`config.mk`:
```
export PLATFORM = sky130hd
export DESIGN_NAME = sram_ctl
export DESIGN_NICKNAME = d
export VERILOG_FILES = /design/src/common/sram_ctl_pkg.sv /design/src/common/sram_pins_if.sv /design/src/hw/sram_pin_sync.sv /design/src/hw/sram_ctl.sv
export SDC_FILE = /design/constraint.sdc
export NUM_CORES = 1
export LEC_CHECK = 0
export ABC_AREA = 1
export BUFFER_PORTS_ARGS = -buffer_cell sky130_fd_sc_hd__buf_4
export CAP_MARGIN = 20
export CORE_UTILIZATION = 25
export DETAILED_ROUTE_END_ITERATION = 12
export GPL_TIMING_DRIVEN = 1
export PLACE_DENSITY_LB_ADDON = 0.12
export SETUP_SLACK_MARGIN = 0.5
export SYNTH_ARGS = -nofsm -noshare
export SYNTH_HDL_FRONTEND = slang
export SYNTH_HIERARCHICAL = 1
export SYNTH_SLANG_ARGS = --single-unit
```
`constraint.sdc`:
```
create_clock -name MCLK_I -period 1.5 [get_ports MCLK_I]
set_clock_uncertainty 0.05 [all_clocks]
set_input_delay 0.15 -clock MCLK_I [delete_from_list [all_inputs] [get_ports MCLK_I]]
set_output_delay 0.15 -clock MCLK_I [all_outputs]
set_load 0.05 [all_outputs]
```
`src/common/sram_ctl_pkg.sv`:
```
package sram_ctl_pkg;
  // Pin timing, ns figures as given for the memory
  localparam int CLK_PERIOD_NS = 5;
  localparam int T_RC_NS = 45;
  localparam int T_AA_NS = 45;
  localparam int T_HZOE_NS = 18;
  localparam int T_WC_NS = 45;
  localparam int T_PWE_NS = 35;
  localparam int T_SD_NS = 25;
  localparam int T_HZWE_NS = 18;
  localparam int T_LZWE_NS = 10;
  // Least times round up, so ceiling division
  localparam int RD_CYC = (T_AA_NS + CLK_PERIOD_NS - 1) / CLK_PERIOD_NS + 1;
  localparam int HZ_CYC = (T_HZOE_NS + CLK_PERIOD_NS - 1) / CLK_PERIOD_NS;
  localparam int SD_CYC = (T_SD_NS + CLK_PERIOD_NS - 1) / CLK_PERIOD_NS;
  localparam int PWE_CYC = (T_PWE_NS + CLK_PERIOD_NS - 1) / CLK_PERIOD_NS;
  localparam int WR_LOW_CYC = (HZ_CYC + SD_CYC > PWE_CYC) ? HZ_CYC + SD_CYC : PWE_CYC;
  localparam int REC_CYC = (T_LZWE_NS + CLK_PERIOD_NS - 1) / CLK_PERIOD_NS;
  localparam int CNT_W = 5;
  localparam int ADDR_W = 20;
  localparam int DATA_W = 8;
endpackage : sram_ctl_pkg

```
`src/common/sram_pins_if.sv`:
```
`timescale 1ns/1ps
interface sram_pins_if;
  logic sel_n;
  logic we_n;
  logic oe_n;
  logic [19:0] addr;
  logic [7:0] dout;
  logic drive;
  logic [7:0] din;
  logic err;
  modport ctl (output sel_n, we_n, oe_n, addr, dout, drive, input din, err);
  modport phy (input sel_n, we_n, oe_n, addr, dout, drive, output din, err);
endinterface : sram_pins_if

```
`src/hw/sram_pin_sync.sv`:
```
`timescale 1ns/1ps
module sram_pin_sync
  import sram_ctl_pkg::*;
#(
  parameter int W = 9
) (
  input wire logic clk_i,
  input wire logic rst_i,
  input wire logic [W-1:0] d_i,
  output logic [W-1:0] q_o
);
  typedef struct packed {
    logic [W-1:0] s1;
    logic [W-1:0] s2;
  } sync_t;
  sync_t st_ff;
  sync_t nxt_st;
  always_comb begin
    nxt_st.s1 = d_i;
    nxt_st.s2 = st_ff.s1;
  end
  always_ff @(posedge clk_i) begin
    if (rst_i) begin
      st_ff <= '0;
    end else begin
      st_ff <= nxt_st;
    end
  end
  assign q_o = st_ff.s2;
endmodule : sram_pin_sync

```
`src/hw/sram_ctl.sv`:
```
`timescale 1ns/1ps
module sram_ctl
  import sram_ctl_pkg::*;
(
  input wire logic MCLK_I,
  input wire logic RST_I,
  input wire logic REQ_VALID_I,
  output logic REQ_READY_O,
  input wire logic REQ_WRITE_I,
  input wire logic [ADDR_W-1:0] REQ_ADDR_I,
  input wire logic [DATA_W-1:0] REQ_WDATA_I,
  output logic RSP_VALID_O,
  output logic [DATA_W-1:0] RSP_RDATA_O,
  output logic RSP_CORRECTED_O,
  output logic SELECT_LOW_ACTIVE_N_O,
  output logic SELECT_HIGH_ACTIVE_O,
  output logic WE_N_O,
  output logic OE_N_O,
  output logic [ADDR_W-1:0] ADDR_O,
  input wire logic [DATA_W-1:0] DATA_BUS_I,
  output logic [DATA_W-1:0] DATA_BUS_O,
  output logic DATA_BUS_OE_O,
  input wire logic ERR_I
);
  // ==========================================================
  // Pin interface and input synchroniser
  // Pins are asynchronous to MCLK_I, so only the second stage is read
  sram_pins_if pins ();
  logic [DATA_W:0] sync_q;
  sram_pin_sync #(.W(DATA_W + 1)) u_sync (
    .clk_i(MCLK_I),
    .rst_i(RST_I),
    .d_i({ERR_I, DATA_BUS_I}),
    .q_o(sync_q)
  );
  assign pins.din = sync_q[DATA_W-1:0];
  assign pins.err = sync_q[DATA_W];

  // ==========================================================
  // Sequencer
  typedef enum logic [2:0] {
    S_IDLE, S_RD, S_WR_HZ, S_WR_LOW, S_WR_HOLD, S_REC
  } state_t;
  typedef struct packed {
    state_t st;
    logic [CNT_W-1:0] cnt;
    logic sel_n;
    logic we_n;
    logic oe_n;
    logic drive;
    logic [ADDR_W-1:0] addr;
    logic [DATA_W-1:0] wdata;
    logic rsp_valid;
    logic [DATA_W-1:0] rdata;
    logic corrected;
  } ctl_t;
  ctl_t r_ff;
  ctl_t nxt_r;

  always_comb begin
    nxt_r = r_ff;
    nxt_r.rsp_valid = 1'b0;
    case (r_ff.st)
      S_IDLE: begin
        if (REQ_VALID_I) begin
          // Address set one cycle before select goes active
          nxt_r.addr = REQ_ADDR_I;
          nxt_r.wdata = REQ_WDATA_I;
          nxt_r.cnt = '0;
          if (REQ_WRITE_I) begin
            nxt_r.st = S_WR_HZ;
          end else begin
            nxt_r.st = S_RD;
          end
        end
      end
      S_RD: begin
        nxt_r.sel_n = 1'b0;
        nxt_r.oe_n = 1'b0;
        nxt_r.we_n = 1'b1;
        nxt_r.cnt = r_ff.cnt + 1'b1;
        // Two synchroniser stages delay the sampled byte
        if (r_ff.cnt == CNT_W'(RD_CYC + 2)) begin
          nxt_r.rdata = pins.din;
          nxt_r.corrected = pins.err;
          nxt_r.rsp_valid = 1'b1;
          nxt_r.sel_n = 1'b1;
          nxt_r.oe_n = 1'b1;
          nxt_r.cnt = '0;
          nxt_r.st = S_REC;
        end
      end
      S_WR_HZ: begin
        // Output gate kept high, so the bus is ours after turnaround
        nxt_r.sel_n = 1'b0;
        nxt_r.oe_n = 1'b1;
        nxt_r.cnt = r_ff.cnt + 1'b1;
        if (r_ff.cnt == CNT_W'(HZ_CYC)) begin
          nxt_r.drive = 1'b1;
          nxt_r.we_n = 1'b0;
          nxt_r.cnt = '0;
          nxt_r.st = S_WR_LOW;
        end
      end
      S_WR_LOW: begin
        nxt_r.cnt = r_ff.cnt + 1'b1;
        if (r_ff.cnt == CNT_W'(WR_LOW_CYC - 1)) begin
          // Strobe rising is the terminating edge
          nxt_r.we_n = 1'b1;
          nxt_r.cnt = '0;
          nxt_r.st = S_WR_HOLD;
        end
      end
      S_WR_HOLD: begin
        // Data and address stay one cycle past the edge
        nxt_r.drive = 1'b0;
        nxt_r.sel_n = 1'b1;
        nxt_r.st = S_REC;
      end
      S_REC: begin
        // Gap lets the memory release the bus before the next access
        nxt_r.cnt = r_ff.cnt + 1'b1;
        if (r_ff.cnt == CNT_W'(REC_CYC)) begin
          nxt_r.cnt = '0;
          nxt_r.st = S_IDLE;
        end
      end
      default: begin
        nxt_r.st = S_IDLE;
      end
    endcase
  end

  always_ff @(posedge MCLK_I) begin
    if (RST_I) begin
      r_ff <= '{st: S_IDLE, cnt: '0, sel_n: 1'b1, we_n: 1'b1, oe_n: 1'b1,
                drive: 1'b0, addr: '0, wdata: '0, rsp_valid: 1'b0,
                rdata: '0, corrected: 1'b0};
    end else begin
      r_ff <= nxt_r;
    end
  end

  assign pins.sel_n = r_ff.sel_n;
  assign pins.we_n = r_ff.we_n;
  assign pins.oe_n = r_ff.oe_n;
  assign pins.addr = r_ff.addr;
  assign pins.dout = r_ff.wdata;
  assign pins.drive = r_ff.drive;

  assign REQ_READY_O = (r_ff.st == S_IDLE);
  assign RSP_VALID_O = r_ff.rsp_valid;
  assign RSP_RDATA_O = r_ff.rdata;
  assign RSP_CORRECTED_O = r_ff.corrected;
  // Both selects move together from one flop
  assign SELECT_LOW_ACTIVE_N_O = pins.sel_n;
  assign SELECT_HIGH_ACTIVE_O = ~pins.sel_n;
  assign WE_N_O = pins.we_n;
  assign OE_N_O = pins.oe_n;
  assign ADDR_O = pins.addr;
  assign DATA_BUS_O = pins.dout;
  assign DATA_BUS_OE_O = pins.drive;
endmodule : sram_ctl

```
After elaboration in Yosys (flattened, before gate mapping)
Cells that the tools add are included.
- $add $sub $neg: 1
- eq/ne operators: 14
- mux-type cells: 17
- bitwise gates (word level): 2
- reductions and logical operators: 13
- operators with widths (kind ; number):
    two-way mux 8 bit ; 4
    one-hot mux 5 bit (5 select lines) ; 1
    one-hot mux 3 bit (6 select lines) ; 1
    == test 5 x 4 -> 1 bit, second input constant ; 2
    two-way mux 10 bit ; 1
    != test 2 bit, second input constant ; 5
    two-way mux 9 bit ; 1
    AND reduction 2 bit ; 4
    == test 3 x 2 -> 1 bit, second input constant ; 2
    == test 3 bit, second input constant ; 2
    one-hot mux 1 bit (3 select lines) ; 2
    nonzero test 3 bit ; 2
    adder 5 x 1 -> 5 bit, second input constant ; 1
    == test 5 x 2 -> 1 bit, second input constant ; 1
    == test 5 x 3 -> 1 bit, second input constant ; 1
    AND reduction 5 bit ; 1
    nonzero test 5 bit ; 1
    two-way mux 1 bit ; 4
    one-hot mux 1 bit (2 select lines) ; 2
    nonzero test 2 bit ; 2
    == test 3 x 1 -> 1 bit, second input constant ; 1
    logical NOT 3 bit ; 1
    AND reduction 3 bit ; 1
    two-way mux 2 bit ; 1
    other kinds (2) ; 3
- bits in registers: 68
- input port bits: 41
- output and inout port bits: 44
- word-level logic and storage cells: 60

Logic depth before layout (Yosys ltp)
Gate-level depths: netlist of run 1.
- word-level depth: 3
- mapped depth: 12

Modules after synthesis
The synthesis of run 1 kept the hierarchy.
- by module, submodules not included (module ; instances ; cells an instance ; area each (µm²)):
    sram_ctl ; 1 ; 313 ; 2334.7
    sram_pin_sync ; 1 ; 56 ; 521.8

Worst setup path after synthesis of run 1
Ideal clock, no wire load.
- path type: register -> register
- start: register r_ff[42] (netlist name)
- end: register r_ff[47] (netlist name)
- setup time: 0.113 ns
- arrival: 1.242 ns
- data required time: 1.337 ns
- slack: 0.095 ns
- stages on the path, launching flop included: 12
- path buffers: 0
- path through: dfxtp_1 inv_1 ha_1 inv_1 nor2_1 nand2_1 nand2_2 nand2_2 nor2_4 nand2_1 nor2_1 nor2_1
- word-level cells in the longest chain between the ends: 3
- elaborated cells on any way between the ends: 9
- RTL lines (what ; RTL line ; source):
    start, declared ; sram_ctl.sv:57 ; ctl_t r_ff;
    start signal, assigned ; sram_ctl.sv:136 ; r_ff <= '{st: S_IDLE, cnt: '0, sel_n: 1'b1, we_n: 1'b1, oe_n: 1'b1,
    start signal, assigned ; sram_ctl.sv:140 ; r_ff <= nxt_r;
    == test 5 x 2 -> 1 bit (tied with other cells) ; sram_ctl.sv:123 ; if (r_ff.cnt == CNT_W'(REC_CYC)) begin
    != test 2 bit (no line) ; - ;
    AND reduction 5 bit (no line) (*) ; - ;
Every way passes the cells marked *; elsewhere a longest branch is shown, timed or not.
A chain may end at the register's enable or synchronous reset.

Final worst setup path of run 1
Same ends and word-level chain as after synthesis.

==> flow_metrics.env, run 1 <==
export IMPL_timing_setup_tns_ps=0
export IMPL_critPathMaxFanout=4
export IMPL_hold_violations=0
export IMPL_initial_core_util_pct=26.0
export IMPL_yosysMostFrequentCell="nand2_1"
export IMPL_syn2layout_area_growth_pct=76.9
export IMPL_rrSetupSlack_ps=30
export IMPL_finalSetupViolCount=0
export IMPL_grt_start_max_net_pins=31
export IMPL_drc=0
export IMPL_clk_pin_slew_worst_paths_ps=60
export IMPL_ys_seq_area_share_pct=47.7
export IMPL_p_leak_nw=2.21
export IMPL_final_layout_size_suffix_gt1_share_pct=62.7
export IMPL_tightest_slew_ps=498
export IMPL_async_flop_share_pct=0
export IMPL_grt_overflow=0
export IMPL_utilization_pct=46.0
export IMPL_cts_made_buffers=9
export IMPL_ys_types=27
export IMPL_drt_wl_total_mm=7.85
export IMPL_die_x_um=109
export IMPL_nets=522
export IMPL_io_buffers=84
export IMPL_holdCritPathClass="input port to flip-flop"
export IMPL_holdWs_ps=13.1
export IMPL_worst_slack_ps=34.7
export IMPL_cellPowerDensity_nw_per_um2=1610
export IMPL_required_ps=1710
export IMPL_syn_nets=413
export IMPL_synth_avg_cell_area_um2=7.74
export IMPL_synth_commonest_cells="nand2_1 (76), dfxtp_1 (68), nand3_1 (42)"
export IMPL_synthFlopType="dfxtp_1"
export IMPL_cts_root_buf="clkbuf_16"
export IMPL_drv_cap=0
export IMPL_finalWeightedCongestion=0.811
export IMPL_drtIter0Drc=124
export IMPL_rsz0062_at_grt="yes"
export IMPL_antenna_found_initial=0
export IMPL_layout_min_cycle_time_ps=1470
export IMPL_insertion_delay_ps=330
export IMPL_status="finished clean"
export IMPL_maxSlewHeadroom_pct=66.8
export IMPL_synth_area_leader_cell="dfxtp_1"
export IMPL_cts_sinks=68
export IMPL_wl_per_cell_um=12.6
export IMPL_diodes=0
export IMPL_syn_inst=369
export IMPL_ys_ff_latch=68
export IMPL_hold_depth=3
export IMPL_report_final_slew_viol_count=0
export IMPL_grt_pass1_vias=2563
export IMPL_endpoint_kind="flip-flop"
export IMPL_yosysWarnings=6
export IMPL_first_pass_iters=4
export IMPL_cts_tree="built"
export IMPL_ios=85
export IMPL_syn_area_um2=2860
export IMPL_dp_hpwl_mm=4.46
export IMPL_ant_nets=0
export IMPL_r2r_end="r_ff[47]$_SDFFE_PP0P_"
export IMPL_rows=38
export IMPL_hold_path_startpoint="REQ_ADDR_I[15]"
export IMPL_reg2reg_from="r_ff[42]$_SDFFE_PP0P_"
export IMPL_vdd_drop_max_mv=0.753
export IMPL_htreeDepth=3
export IMPL_grt_util_all_layers_pct=13.7
export IMPL_worstSetupPathType="flip-flop to flip-flop"
export IMPL_die_h_um=109
export IMPL_via_per_inst=4.25
export IMPL_nFillCells=1052
export IMPL_dpl_worst_slack_ps=14.5
export IMPL_clock_fmax_ghz=0.682
export IMPL_synth_edff_count=0
export IMPL_max_clock_path_buffers=2
export IMPL_worstHoldEndpoint="ADDR_O[15]$_SDFFE_PP0P_"
export IMPL_critPathLaunchType="flip-flop"
export IMPL_report_power_total_mw=8.12
export IMPL_synth_top_area_share_pct=47.7
export IMPL_grt_pass1_wl_mm=12.3
export IMPL_r2r_cells=12
export IMPL_critical_path_arrival_ps=1670
export IMPL_synth_area_leaders="dfxtp_1 (48%), buf_4 (10%), nand2_1 (10%)"
export IMPL_die_area_um2=11900
export IMPL_period_share_pct=97.7
export IMPL_vias=2647
export IMPL_fp_coreArea_um2=11000
-- how the worst max path moves through the flow --
| stage | end | start | slack, ps | depth (start not counted) |
|---|---|---|---|---|
| global placement | RSP_RDATA_O[2]$_SDFFE_PP0P_ | r_ff[43]$_SDFFE_PP0P_ | 50 | 10 |
| global route | r_ff[47]$_SDFFE_PP0P_ | r_ff[42]$_SDFFE_PP0P_ | -60 | 12 |
| CTS | r_ff[44]$_SDFFE_PP0P_ | r_ff[42]$_SDFFE_PP0P_ | 40 | 11 |
| floorplan | r_ff[43]$_SDFFE_PP0P_ | r_ff[42]$_SDFFE_PP0P_ | 170 | 11 |
| detailed placement | RSP_RDATA_O[5]$_SDFFE_PP0P_ | r_ff[43]$_SDFFE_PP0P_ | 10 | 10 |
| finish | r_ff[47]$_SDFFE_PP0P_ | r_ff[42]$_SDFFE_PP0P_ | 30 | 12 |
-- final cells by class --
type                    count  area, µm²  share of cell area [%]
clock buffers               9        225                    4.46
clock inverters             7       51.3                    1.02
inverters                  36        140                    2.77
multi-input cells         217       1500                    29.7
flip-flops and latches     68       1420                    28.2
well taps                 140        175                    3.47
repair buffers            145       1530                    30.3
repair inverters            1       7.51                   0.149
-- sequential cells by signal, summed over array words and instances, names as in the netlist, 8 cells and up --
register	flops
DATA_BUS_O	8
u_sync/q_o	9
r_ff	8
RSP_RDATA_O	8
ADDR_O	20
u_sync/nxt_st	9
-- metal layers --
metal / vias up / global-route usage (%) / part of all wire [%]
li1: 1352 / - / -
met1: 1204 / 16.3 / 44
met2: 79 / 23.2 / 49
met3: 12 / 3.23 / 5.6
met4: 0 / 6.18 / 1.6
met5: - / 0 / 0
-- layout by cell type, fill, tap and decap left out, types with 19 or more instances in the layout --
master,instances
buf_4,85
nand2_1,47
buf_8,45
dfxtp_2,44
nor2_1,34
a21oi_2,30
nand3_1,29
inv_1,24
dfxtp_1,22
nand2_2,19
-- cells by family after synthesis --
group | count (synthesis) | synth area share, %
adders and majority gates | 3 | 1.31
xor gates and xnor gates | 1 | 0.307
AOI/OAI and AO/OA | 39 | 7.05
and+or+nand+nor | 171 | 26.2
buffers and inverters | 87 | 17.4
DFF | 68 | 47.7
-- through the flow --
step	cell area (µm²)	cells
after floorplan	2960	369
after global placement	3450	551
after detailed placement	3450	551
after CTS	4700	613
after global routing	5050	623
final	5050	623
-- timing repair --
item,in CTS,in global routing
resized for setup,175,64
endpoints found under the hold margin,9,0
pin swaps,12,13
setup endpoints to repair,94,94
setup buffers,31,10
hold buffers,9,0
cloned,6,0
-- worst max-delay path: stages, from the launching register on --
cell     delay [ps]
dfxtp_2         320
inv_2            80
ha_4            130
inv_2            40
nor2_4          140
nand2_2         100
nand2_2          80
nand2_2          70
nor2_4          130
nand2_2          80
nand2_1          60
nand2_1          40
nor2_1           80
-- power by group --
| part | switching [mW] | total [mW] | internal, mW |
|---|---|---|---|
| registers | 0.196 | 2.29 | 2.10 |
| clock network | 0.819 | 1.94 | 1.13 |
| logic | 2.09 | 3.88 | 1.79 |
| total | 3.11 | 8.12 | 5.01 |
(Power assumes the default switching activity.)
==> inputs of run 2 (changes only) <==
Settings changed: ABC_AREA 1 to 0.
==> run 2 against run 1 <==
  * The run now ends with setup timing left
  * Cell count shrank 6.1%
  * Critical path depth shrank 5
  * Synthesized cell count shrank 12%
  * Via count fell by 5.3%
  * Non-clock buffer count grew 13
  * Sequential cell count did not move
  * Design area up 4.6%
  * Total power is 36% lower
  * Hold slack worse by 4.9 ps
==> flow_metrics.env, run 2 <==
export IMPL_syn2layout_area_growth_pct=85.5
export IMPL_status="finished, violations left"
export IMPL_cpPeakStageDelay_ps=370
export IMPL_netSwitchingFraction_pct=29.4
export IMPL_cts_tree="built"
export IMPL_holdWs_ps=8.22
export IMPL_synth_avg_cell_area_um2=8.76
export IMPL_cts_sinks=68
export IMPL_layout_min_cycle_time_ps=1600
export IMPL_synth_edff_count=0
export IMPL_report_final_slew_viol_count=0
export IMPL_grt_pass1_vias=2519
export IMPL_r2r_end="RSP_RDATA_O[5]$_SDFFE_PP0P_"
export IMPL_cellPowerDensity_nw_per_um2=989
export IMPL_slowest_stage="or3_4"
export IMPL_drtIter0Drc=120
export IMPL_ys_types=39
export IMPL_power_switching_mw=1.54
export IMPL_r2r_cells=7
export IMPL_rows=38
export IMPL_yosysMostFrequentCell="dfxtp_1"
export IMPL_die_area_um2=11800
export IMPL_final_layout_size_suffix_gt1_share_pct=67.6
export IMPL_required_ps=1650
export IMPL_synth_top_area_share_pct=47.8
export IMPL_drt_wl_total_mm=7.87
export IMPL_hold_depth=3
export IMPL_syn_area_um2=2850
export IMPL_layout_commonest_cell="buf_4"
export IMPL_synth_area_leaders="dfxtp_1 (48%), buf_4 (11%), nand2_1 (8.7%)"
export IMPL_report_power_total_mw=5.22
export IMPL_vias=2507
export IMPL_worstSetupPathType="flip-flop to flip-flop"
export IMPL_worstHoldEndpoint="DATA_BUS_O[7]$_SDFFE_PP0P_"
export IMPL_cts_made_buffers=9
export IMPL_vdd_drop_max_mv=0.437
export IMPL_fp_coreArea_um2=11000
export IMPL_critical_path_arrival_ps=1750
export IMPL_die_h_um=109
export IMPL_ys_ff_latch=68
export IMPL_clkPwrFrac_pct=36.8
export IMPL_tightest_slew_ps=435
export IMPL_initial_core_util_pct=25.9
export IMPL_cts_root_buf="clkbuf_16"
export IMPL_wl_per_cell_um=13.4
export IMPL_syn_nets=369
export IMPL_rsz0062_at_grt="yes"
export IMPL_largest_register_ffs=20
export IMPL_clk_pin_slew_worst_paths_ps=60
export IMPL_grt_pass1_wl_mm=12.1
export IMPL_cp_cell_sequence="inv_2, ha_4, nand4b_1, or3_4, buf_12, mux2i_2, nor2_1"
export IMPL_synth_area_leader_cell="dfxtp_1"
export IMPL_drc=0
export IMPL_diodes=0
export IMPL_io_buffers=84
export IMPL_worst_slack_ps=-96.1
export IMPL_ant_nets=0
export IMPL_grt_overflow=0
export IMPL_async_flop_share_pct=0
export IMPL_first_pass_iters=4
export IMPL_violations="setup timing"
export IMPL_syn_inst=325
export IMPL_seq_power_share_pct=37.9
export IMPL_holdCritPathClass="input port to flip-flop"
export IMPL_finalSetupViolCount=20
export IMPL_nets=484
export IMPL_via_per_inst=4.29
export IMPL_htreeDepth=3
export IMPL_ys_seq_area_share_pct=47.8
export IMPL_internal_power_mw=3.69
export IMPL_period_share_pct=106
export IMPL_insertion_delay_ps=320
export IMPL_drv_cap=0
export IMPL_synth_commonest_cells="dfxtp_1 (68), nand2_1 (66), buf_4 (42)"
export IMPL_rrSetupSlack_ps=-100
export IMPL_pwr_share_comb_pct=25.2
export IMPL_hold_violations=0
export IMPL_ios=85
export IMPL_critPathLaunchType="flip-flop"
export IMPL_max_clock_path_buffers=2
export IMPL_dp_hpwl_mm=4.34
export IMPL_mostFrequentLayoutCells="buf_4 (78), buf_8 (44), dfxtp_2 (42)"
export IMPL_grt_util_all_layers_pct=13.6
export IMPL_synthFlopType="dfxtp_1"
export IMPL_clock_fmax_ghz=0.627
export IMPL_hold_path_startpoint="REQ_WDATA_I[7]"
export IMPL_yosysWarnings=6
export IMPL_finalWeightedCongestion=0.711
export IMPL_endpoint_kind="flip-flop"
export IMPL_maxSlewHeadroom_pct=71.0
export IMPL_die_x_um=109
export IMPL_critPathMaxFanout=10
export IMPL_p_leak_nw=2.33
export IMPL_reg2reg_from="r_ff[43]$_SDFFE_PP0P_"
export IMPL_antenna_found_initial=0
export IMPL_grt_start_max_net_pins=42
run 2: cell count changes after synthesis, moves of 8 or more:
cell and delta:
nor2_1 -17, nand2_1 -10, mux2i_1 +10, nand3_1 -37, clkbuf_1 +8, inv_1 -22, nor2b_1 +12
run 2: power groups by stage:
stage | registers [mW] | clock network, mW | logic, mW
3_3_place_gp | 1.98 | 0 | 0.779
4_1_cts | 1.98 | 1.98 | 1.21
3_5_place_dp | 1.99 | 0 | 0.780
2_1_floorplan | 2.00 | 0 | 0.558
5_1_grt | 1.99 | 2.11 | 1.39
6_report | 1.98 | 1.92 | 1.32
run 2: layer usage:
metal | routed length, µm | GRT usage [%]
met1 | 3430 | 15.2
met2 | 4000 | 24.8
met3 | 368 | 3.71
met4 | 74 | 4.63
met5 | 0 | 0
run 2: how the worst max path moves through the flow:
stage                                from                          end  slack [ps]  cells after the start
floorplan           r_ff[49]$_SDFFE_PP0P_      ADDR_O[14]$_SDFFE_PP0P_        -110                      7
detailed placement  r_ff[43]$_SDFFE_PP0P_  RSP_RDATA_O[2]$_SDFFE_PP0P_        -150                      7
CTS                 r_ff[43]$_SDFFE_PP0P_  RSP_RDATA_O[1]$_SDFFE_PP0P_         -90                      7
global route        r_ff[42]$_SDFFE_PP0P_        r_ff[47]$_SDFFE_PP0P_        -190                      6
finish              r_ff[43]$_SDFFE_PP0P_  RSP_RDATA_O[5]$_SDFFE_PP0P_        -100                      7
global placement    r_ff[43]$_SDFFE_PP0P_  RSP_RDATA_O[7]$_SDFFE_PP0P_        -120                      7
run 2: what timing repair did:
item / in CTS / in global routing
hold endpoints to repair: 10 / 2
endpoints found under the setup margin: 94 / 94
gates resized for setup: 217 / 52
pin swaps: 32 / 29
gates cloned: 7 / 0
setup buffers: 17 / 14
hold buffers: 10 / 2
run 2: cell families after synthesis:
group | Yosys count | synth area share, %
and+or+nand+nor | 127 | 21.4
AOI/OAI and AO/OA | 55 | 11.7
buffers and inverters | 61 | 13.9
muxes | 11 | 3.91
adders and majority gates | 3 | 1.32
DFF | 68 | 47.8
run 2: area by class of cell:
type	count	area (µm²)
clock buffers	9	225
multi-input cells	197	1580
repair buffers	158	1790
flip-flops and latches	68	1440
well taps	140	175
inverters	6	22.5
clock inverters	7	51.3
fillers	1012	5700
run 2: worst max-delay path, delay by kind of cell, from the launching register on:
kind | cells | cell delay [ps]
buffers and inverters | 2 | 220
multiplexers | 1 | 170
flip-flops | 1 | 330
adder cells (fa/ha/maj) | 1 | 160
AND/OR/NAND/NOR | 3 | 540
run 2: stage by stage:
| stage | std cells | setup TNS (ps) | setup WS, ps | area (µm²) | utilization [%] |
|---|---|---|---|---|---|
| after floorplan | 325 | -2880 | -106 | 2920 | - |
| after global placement | 519 | -1510 | -122 | 3550 | 32.3 |
| after detailed placement | 519 | -1990 | -147 | 3550 | 32.3 |
| after CTS | 569 | -1020 | -87.6 | 4950 | 45.1 |
| after global routing | 585 | -3510 | -190 | 5280 | 48.1 |
| final | 585 | -1050 | -96.1 | 5280 | 48.1 |
